File: src/dpc_defines.vh
`ifndef DPC_DEFINES_VH
`define DPC_DEFINES_VH
// Clock rate and timing figures as printed, in their own units
`define DPC_CLK_MHZ 250
`define DPC_T_CS_SETUP_NS 100
`define DPC_T_DIR_HOLD_NS 100
`define DPC_T_DIR_SETUP_NS 2900
`define DPC_T_LOW_NS 1000
`define DPC_T_HIGH_NS 1000
`define DPC_T_STROBE_TO_CS_NS 1000
`define DPC_T_DESEL_NOSTORE_NS 100
`define DPC_T_DESEL_STORE_MS 20
`define DPC_TAP_SETTLE_TIME_NS 100000
// Least times round up to whole cycles
`define DPC_CYC_NS(t) (((t) * `DPC_CLK_MHZ + 999) / 1000)
`define DPC_CYC_MS(t) ((t) * `DPC_CLK_MHZ * 1000)
// Store deselect time in cycles at the counter width (20 ms at 250 MHz)
`define DPC_STORE_CYC 24'h4C4B40
// Position range: 100 taps, 7-bit code
`define DPC_POS_W 7
`define DPC_POS_MAX 7'h63
`define DPC_CNT_W 24
`define DPC_CNT_ONE 24'h000001
// Operation codes on the command port
`define DPC_OP_MOVE 1'b0
`define DPC_OP_STORE 1'b1
`endif

File: src/dpc_wiper_host.v
`timescale 1ns/10ps
`default_nettype none
`include "dpc_defines.vh"
// How it works
// - No store: raise select, strobe low
// - Select high 20 ms after store
// - Select high 100 ns without store
// - Direction hold 100 ns, setup 2.9 us
// - Wait 1 us before raising select
// - Direction may change within a selection
// - Never lower select with strobe low
module dpc_wiper_host #(
  // Store wait in cycles; a bench may shorten it, silicon needs the full figure
  parameter [`DPC_CNT_W-1:0] STORE_WAIT = `DPC_STORE_CYC
) (
  input wire mclk_i, // System clock
  input wire reset_i, // Synchronous reset, active high
  input wire cmd_valid_i, // Command request
  input wire cmd_op_i, // 0 move, 1 store
  input wire cmd_up_i, // Move direction, 1 toward high end
  input wire [`DPC_POS_W-1:0] cmd_steps_i, // Number of steps to move
  output reg cmd_ready_o, // Ready for a command
  output reg cs_n_o, // Chip select, active low
  output reg step_n_o, // Step strobe, falling edge active
  output reg dir_up_o, // Direction level
  output reg [`DPC_POS_W-1:0] pos_o // Tracked wiper position
);
  // Least times in whole cycles, worked out at full width first
  localparam integer I_CS = `DPC_CYC_NS(`DPC_T_CS_SETUP_NS);
  localparam integer I_DH = `DPC_CYC_NS(`DPC_T_DIR_HOLD_NS);
  localparam integer I_DS = `DPC_CYC_NS(`DPC_T_DIR_SETUP_NS);
  localparam integer I_LO = `DPC_CYC_NS(`DPC_T_LOW_NS);
  localparam integer I_HI = `DPC_CYC_NS(`DPC_T_HIGH_NS);
  localparam integer I_IC = `DPC_CYC_NS(`DPC_T_STROBE_TO_CS_NS);
  localparam integer I_NS = `DPC_CYC_NS(`DPC_T_DESEL_NOSTORE_NS);
  // Then cut to the counter width on purpose; each figure fits with room to spare
  localparam [`DPC_CNT_W-1:0] C_CS = I_CS[`DPC_CNT_W-1:0];
  localparam [`DPC_CNT_W-1:0] C_DH = I_DH[`DPC_CNT_W-1:0];
  localparam [`DPC_CNT_W-1:0] C_DS = I_DS[`DPC_CNT_W-1:0];
  localparam [`DPC_CNT_W-1:0] C_LO = I_LO[`DPC_CNT_W-1:0];
  localparam [`DPC_CNT_W-1:0] C_HI = I_HI[`DPC_CNT_W-1:0];
  localparam [`DPC_CNT_W-1:0] C_IC = I_IC[`DPC_CNT_W-1:0];
  localparam [`DPC_CNT_W-1:0] C_NS = I_NS[`DPC_CNT_W-1:0];
  localparam [`DPC_CNT_W-1:0] C_ST = STORE_WAIT;
  // High phase must cover both its own least time and the direction hold
  localparam [`DPC_CNT_W-1:0] C_HOLD = (C_HI > C_DH) ? C_HI : C_DH;
  // Deselect gap doubles as the direction hold after the strobe returns high
  localparam [`DPC_CNT_W-1:0] C_GAP = (C_NS > C_DH) ? C_NS : C_DH;
  // Sequencer states; select is low from S_SEL through S_PRE
  localparam [2:0] S_IDLE = 3'h0;
  localparam [2:0] S_SEL = 3'h1;
  localparam [2:0] S_LOW = 3'h2;
  localparam [2:0] S_HIGH = 3'h3;
  localparam [2:0] S_PRE = 3'h4;
  localparam [2:0] S_DESEL = 3'h5;
  localparam [2:0] S_STORE = 3'h6;
  // Registered state, phase counter, steps left, operation and their next values
  reg [2:0] state_ff, nxt_state;
  reg [`DPC_CNT_W-1:0] cnt_ff, nxt_cnt;
  reg [`DPC_POS_W-1:0] left_ff, nxt_left;
  reg op_ff, nxt_op;
  reg nxt_cs_n, nxt_step_n, nxt_dir, nxt_ready;
  reg [`DPC_POS_W-1:0] nxt_pos;
  // Phase counter: loaded with a phase length, done on its last cycle
  wire cnt_done = (cnt_ff <= `DPC_CNT_ONE);
  wire [`DPC_CNT_W-1:0] cnt_dec = cnt_ff - `DPC_CNT_ONE;
  // Sequencer: every count is a least figure; the part saturates and pos_o mirrors it.
  // One move of N steps, as seen on the pins:
  //   select falls with the direction set, then the direction setup runs out
  //   each step is a strobe fall, a low phase, then a high phase that also
  //   covers the direction hold
  //   the last fall is left standing, so select rises with the strobe low (no store)
  //   the strobe returns high only once select is high, then the deselect gap runs
  // A store selects, waits the select setup and then 1 us with the strobe high, raises select
  // and then sits out the whole store time before it takes the next command.
  // Limitations a user must know:
  //   the host cannot read the recalled position, so pos_o starts at zero after
  //   reset; a full move down first makes it true
  //   a zero move is taken but touches no pin, since any select would store or step
  //   the store time is counted, not observed, so STORE_WAIT must cover the part
  //   step counts beyond the range are clamped in pos_o, as the part clamps them
  always @* begin
    // Defaults: hold every pin, count down, ready only where asked
    nxt_state = state_ff;
    nxt_cnt = cnt_done ? cnt_ff : cnt_dec;
    nxt_left = left_ff;
    nxt_op = op_ff;
    nxt_cs_n = cs_n_o;
    nxt_step_n = step_n_o;
    nxt_dir = dir_up_o;
    nxt_ready = 1'b0;
    nxt_pos = pos_o;
    case (state_ff)
      S_IDLE: begin
        // Idle: ready stands until a command is taken
        nxt_ready = 1'b1;
        if (cmd_valid_i && cmd_ready_o) begin
          nxt_ready = 1'b0;
          nxt_op = cmd_op_i;
          nxt_left = cmd_steps_i;
          nxt_cs_n = 1'b0;
          nxt_dir = cmd_up_i;
          // Direction settles before the first fall; the setup bound dominates select
          nxt_cnt = C_DS;
          nxt_state = S_SEL;
          if (cmd_op_i == `DPC_OP_STORE) begin
            // A store sends no steps; the select setup is waited, then 1 us in S_PRE
            nxt_cnt = C_CS;
            nxt_left = {`DPC_POS_W{1'b0}};
          end else if (cmd_steps_i == {`DPC_POS_W{1'b0}}) begin
            // A zero move touches no pin: a select and deselect would store or step
            nxt_cs_n = 1'b1;
            nxt_dir = dir_up_o;
            nxt_state = S_IDLE;
          end
        end
      end
      S_SEL: begin
        // Selected: wait out the setup, then fire the next fall
        if (cnt_done) begin
          if (left_ff == {`DPC_POS_W{1'b0}}) begin
            nxt_cnt = C_IC;
            nxt_state = S_PRE;
          end else begin
            nxt_step_n = 1'b0;
            nxt_cnt = C_LO;
            nxt_left = left_ff - 7'h01;
            // Mirror the part: clamp at both ends instead of wrapping
            if (dir_up_o && pos_o != `DPC_POS_MAX)
              nxt_pos = pos_o + 7'h01;
            else if (!dir_up_o && pos_o != {`DPC_POS_W{1'b0}})
              nxt_pos = pos_o - 7'h01;
            nxt_state = S_LOW;
          end
        end
      end
      S_LOW: begin
        // Strobe low phase; after the last fall it stays low into the deselect
        if (cnt_done) begin
          if (left_ff == {`DPC_POS_W{1'b0}}) begin
            nxt_cnt = C_IC;
            nxt_state = S_PRE;
          end else begin
            nxt_step_n = 1'b1;
            // High phase covers both 1 us and direction hold
            nxt_cnt = C_HOLD;
            nxt_state = S_HIGH;
          end
        end
      end
      S_HIGH: begin
        // Strobe high phase; the direction is held through it
        if (cnt_done) begin
          nxt_cnt = `DPC_CNT_ONE;
          nxt_state = S_SEL;
        end
      end
      S_PRE: begin
        // Strobe holds its final level here: high for a store, low after a move
        if (cnt_done) begin
          nxt_cs_n = 1'b1;
          if (op_ff == `DPC_OP_STORE) begin
            // Strobe is high here, so this rise stores
            nxt_cnt = C_ST;
            nxt_state = S_STORE;
          end else begin
            // Strobe is low here, so this rise leaves the store untouched
            nxt_cnt = C_GAP;
            nxt_state = S_DESEL;
          end
        end
      end
      S_DESEL, S_STORE: begin
        // Select is already high, so the strobe can rise without an edge being seen
        nxt_step_n = 1'b1;
        if (cnt_done) begin
          // Ready returns only once the gap or the store time is over
          nxt_ready = 1'b1;
          nxt_state = S_IDLE;
        end
      end
      default: nxt_state = S_IDLE;
    endcase
  end
  // Strobe is only lowered after select is low, never the reverse
  always @(posedge mclk_i) begin
    // Every output is a flip-flop, so the pins never glitch between phases
    // Reset parks the pins in standby: deselected, strobe high
    if (reset_i) begin
      state_ff <= S_IDLE;
      cnt_ff <= 24'h000000;
      left_ff <= 7'h00;
      op_ff <= 1'b0;
      cs_n_o <= 1'b1;
      step_n_o <= 1'b1;
      dir_up_o <= 1'b0;
      cmd_ready_o <= 1'b0;
      pos_o <= 7'h00;
    end else begin
      state_ff <= nxt_state;
      cnt_ff <= nxt_cnt;
      left_ff <= nxt_left;
      op_ff <= nxt_op;
      cs_n_o <= nxt_cs_n;
      step_n_o <= nxt_step_n;
      dir_up_o <= nxt_dir;
      cmd_ready_o <= nxt_ready;
      pos_o <= nxt_pos;
    end
  end
endmodule // dpc_wiper_host
`default_nettype wire

File: config.mk
export PLATFORM = sky130hd
export DESIGN_NAME = dpc_wiper_host
export DESIGN_NICKNAME = d
export VERILOG_FILES = /design/src/dpc_wiper_host.v
export VERILOG_INCLUDE_DIRS = /design/src
export SDC_FILE = /design/constraint.sdc
export NUM_CORES = 1
export LEC_CHECK = 0
export BUFFER_PORTS_ARGS = -buffer_cell sky130_fd_sc_hd__buf_2
export CORE_ASPECT_RATIO = 1.2
export CORE_MARGIN = 10
export CORE_UTILIZATION = 45
export CTS_CLUSTER_DIAMETER = 150
export DETAILED_ROUTE_END_ITERATION = 6
export HOLD_SLACK_MARGIN = 0.08
export PLACE_DENSITY = 0.69
export SYNTH_ARGS = -nofsm -noshare
export SYNTH_HDL_FRONTEND = slang
export SYNTH_SLANG_ARGS = --single-unit
File: constraint.sdc
create_clock -name mclk_i -period 3.1 [get_ports mclk_i]
set_input_delay 0.31 -clock mclk_i [delete_from_list [all_inputs] [get_ports mclk_i]]
set_output_delay 0.31 -clock mclk_i [all_outputs]
set_load 0.01 [all_outputs]
==> impl_results.md <==
- Area growth syn-to-layout: 11.8%
- Final-report max-slew violation count: 0
- Syn. warnings: 0
- Main combinational cell family by area after synthesis: simple AND/OR/NAND/NOR gates
- IO Port Bufs: 22
- Synth Area in Compound Gates: 20.6%
- Average cell area after synthesis: 7.90 um^2
- Post-synthesis simple-gate area fraction: around 29%
- Area contributors post-synth: dfxtp_1 (32%), nor2_1 (5.9%), a21oi_1 (5.6%), nand2_1 (4.3%), xnor2_1 (4.3%)
- Critical Path RT: about 3.3 ns
- Clk sinks: 46
- Crit. End Element: flip-flop
- Post-synthesis cell type count: 57
- Post-synthesis sequential area ratio: about a third
- Critical R2R Launch: cnt_ff[18]
- Vias per Instance: about 5.7
- Synth Area in Adders: about 4.6%
- Dpl ws: around 0.45 ns
- Hold Crit Endpoint: dir_up_o
- Post-CTS Setup Bufs: 0
- Num ports: 23
- Minimum clock period: roughly 2.7 ns
- Share of cells above drive strength 1: about an eighth
- CP top delay family: simple AND/OR/NAND/NOR gates
- Gpl congestion: slightly below 0.9
- CTS root buf: clkbuf_8
- Total GRT Usage: 14.5%
- Peak supply drop: ~0.00046 V
- Worst Hold Class: in -> reg
- R2R depth: 7
- DR WL/cell: 14.6 um
- Async SR Flop Fraction: 0%
- Drt pass-1 iters: 4
- Top_reg_cell synth: dfxtp_1
- Area share of xor/xnor cells in the synthesized design: about 7.1%
- Synth Instances: ~360
- Top-area cell type share of the netlist area: roughly 32%
- F_max: approximately 370 MHz
- RSZ-0062 raised after global routing: false
- Slowest CP cell: or4_1
- TritonCTS clock tree: built
- Fin cells: around 470
- Clock Pin Slew Worst Setup and Hold Paths: ~0.08 ns
- CTS buffer count: 5
- Area leader, netlist: dfxtp_1
- Grt ovf: 0
- Detail Route Antenna Nets: 0
- Hold Path Depth: 3
- FP Rows: 31
- DIE AREA: just under 10000 um^2
- Buf/Inv on CP: 1
- R2R Path End: left_ff[4]
- Relative slew slack: between 40% and 50%
- Antenna violations before repair: 0
- PnR worst setup slack: between 0.4 and 0.5 ns
- Worst Hold Launch: cmd_up_i
- Hold-fix buffer count after cts: 0
- Insertion delay to the later sink of the worst-skew pair: roughly 0.30 ns
- Vias in the first global route: 2583
- Critical path type: reg -> reg
- Synthesized Nets: 382
- Number of synthesized register bits: 46
- Initial Util: between 40% and 50%
- Syn Std Cell Area: about 2900 um^2
- Mux cell area share after synthesis: between 2 and 3%
- Post_cts resized: 0
- Reg2reg setup slack: roughly 0.42 ns
- Nets: 407
- Setup crit start kind: flip-flop
- Final hold viol count: 0
- Detailed Place HPWL: 5.14 mm
- Core Area: between 6000 and 7000 um^2
- Largest net degree at the start of global routing: 27
- Crit path arrival time: 2.89 ns
- Placed cell count: between 400 and 500
- Skew final: roughly 0.0062 ns
- Worst Setup SP: cnt_ff[18]
- Max Root-Sink Buffers: 2
- Via count: approximately 2700
- Final Cycle Share: between 80% and 90%
- DRC viols: 0
- Antenna cells: 0
- Max FO, Critical Path: 10
- Sum Neg Setup Slack: 0 ns
- Status: complete, no violations
- DR iter-0 viols: around 130
- # setup viols final: 0
- Slew @ Worst Pin: between 0.8 and 0.9 ns
- Worst-path cell chain: or4_1 -> nor4_4 -> nand3_4 -> buf_4 -> a21boi_1 -> a21oi_1 -> a311oi_1
- WL final: 6.84 mm
- Die Wd: roughly 93 um
- First-pass GRT wire length: 12.1 mm
- Max-cap violations: 0
- Post-synth EDFFs: 0
- H-tree Lvls: 2
- Power per cell area: 1090 nW/um^2
- Die Span Y: approximately 110 um
- Cell leakage power: approximately 0.0012 uW
- Slowest stage delay, CP: approximately 0.61 ns
[placed cells by master, fill, tap and decap left out, types with 4 or more instances in the layout]
cell       n
nor2_1    45
nor3b_1    4
a21oi_1   32
nor2b_1    5
nor3_1    12
nand2_1   33
o21ai_0   21
mux2i_1    8
a31oi_1    4
or3_1      7
buf_4     13
clkbuf_8   6
nand2b_1   6
xor2_1     9
a211oi_1   7
xnor2_1   14
buf_2     22
nor4_1     6
ha_1       8
inv_1      7
nand3_1   11
nand3b_1   4
dfxtp_1   46
o31ai_1    4
[how the worst max path moves through the flow]
stage / end / slack [ns] / depth (start not counted)
6_report: left_ff[4] / 0.42 / 7
5_1_grt: left_ff[4] / 0.19 / 7
4_1_cts: left_ff[4] / 0.43 / 7
3_5_place_dp: left_ff[4] / 0.45 / 7
3_3_place_gp: left_ff[4] / 0.53 / 7
2_1_floorplan: pos_o[6] / 0.32 / 9
[power by group]
group / switching, uW / internal, uW
logic: 1200 / 894
clock network: 200 / 180
registers: 208 / 786
[cell type report]
| cell class | count | area (um^2) |
|---|---|---|
| clock buffers | 7 | 86.3 |
| clock inverters | 1 | 5.00 |
| repair buffers | 35 | 208 |
| multi-input cells | 291 | 1840 |
| well taps | 82 | 103 |
| flip-flops and latches | 46 | 921 |
| fillers | 609 | 2900 |
| inverters | 7 | 26.3 |
[tightest hold or removal path: stages]
cell and delay, ns:
buf_2 0.09, nand3_1 0.05, a21oi_1 0.05
[stage by stage]
| step | area, um^2 | hold WS (ns) | utilization, % | total power (uW) |
|---|---|---|---|---|
| floorplan | 2850 | 0.449 | - | 2550 |
| global placement | 3100 | 0.458 | 50.9 | 3060 |
| detailed placement | 3100 | 0.468 | 50.9 | 3090 |
| CTS | 3190 | 0.240 | 52.4 | 3480 |
| global route | 3190 | 0.250 | 52.4 | 3800 |
| finish | 3190 | 0.249 | 52.4 | 3470 |
[per-layer routing]
layer	global-route usage [%]	share of wire (%)
met5	0	0
met4	4.75	1.6
met3	3.21	4.0
met2	25.2	50
met1	17.2	44
[cell families (layout without fill, tap and decap cells)]
group,count (synthesis),count (layout)
flops,46,46
mux,8,8
xor+xnor,23,23
compound gates,95,95
buf+inv,24,50
simple gates,155,155
fa+ha+maj,10,10
[registers in the layout, summed over array words and instances, names as in the netlist]
register     flops
dir_up_o         1
cmd_ready_o      1
step_n_o         1
op_ff            1
pos_o            7
cs_n_o           1
cnt_ff          24
left_ff          7
state_ff         3
[synth_stat cells (all sizes together), types with 8 or more instances]
| master | number |
|---|---|
| o21ai | 21 |
| xnor2 | 14 |
| ha | 8 |
| a21oi | 32 |
| nor3 | 12 |
| nand3 | 12 |
| nand2 | 33 |
| clkbuf | 14 |
| xor2 | 9 |
| nor4 | 8 |
| mux2i | 8 |
| dfxtp | 46 |
| nor2 | 45 |
No activity file was read; power rests on OpenSTA's default activity.
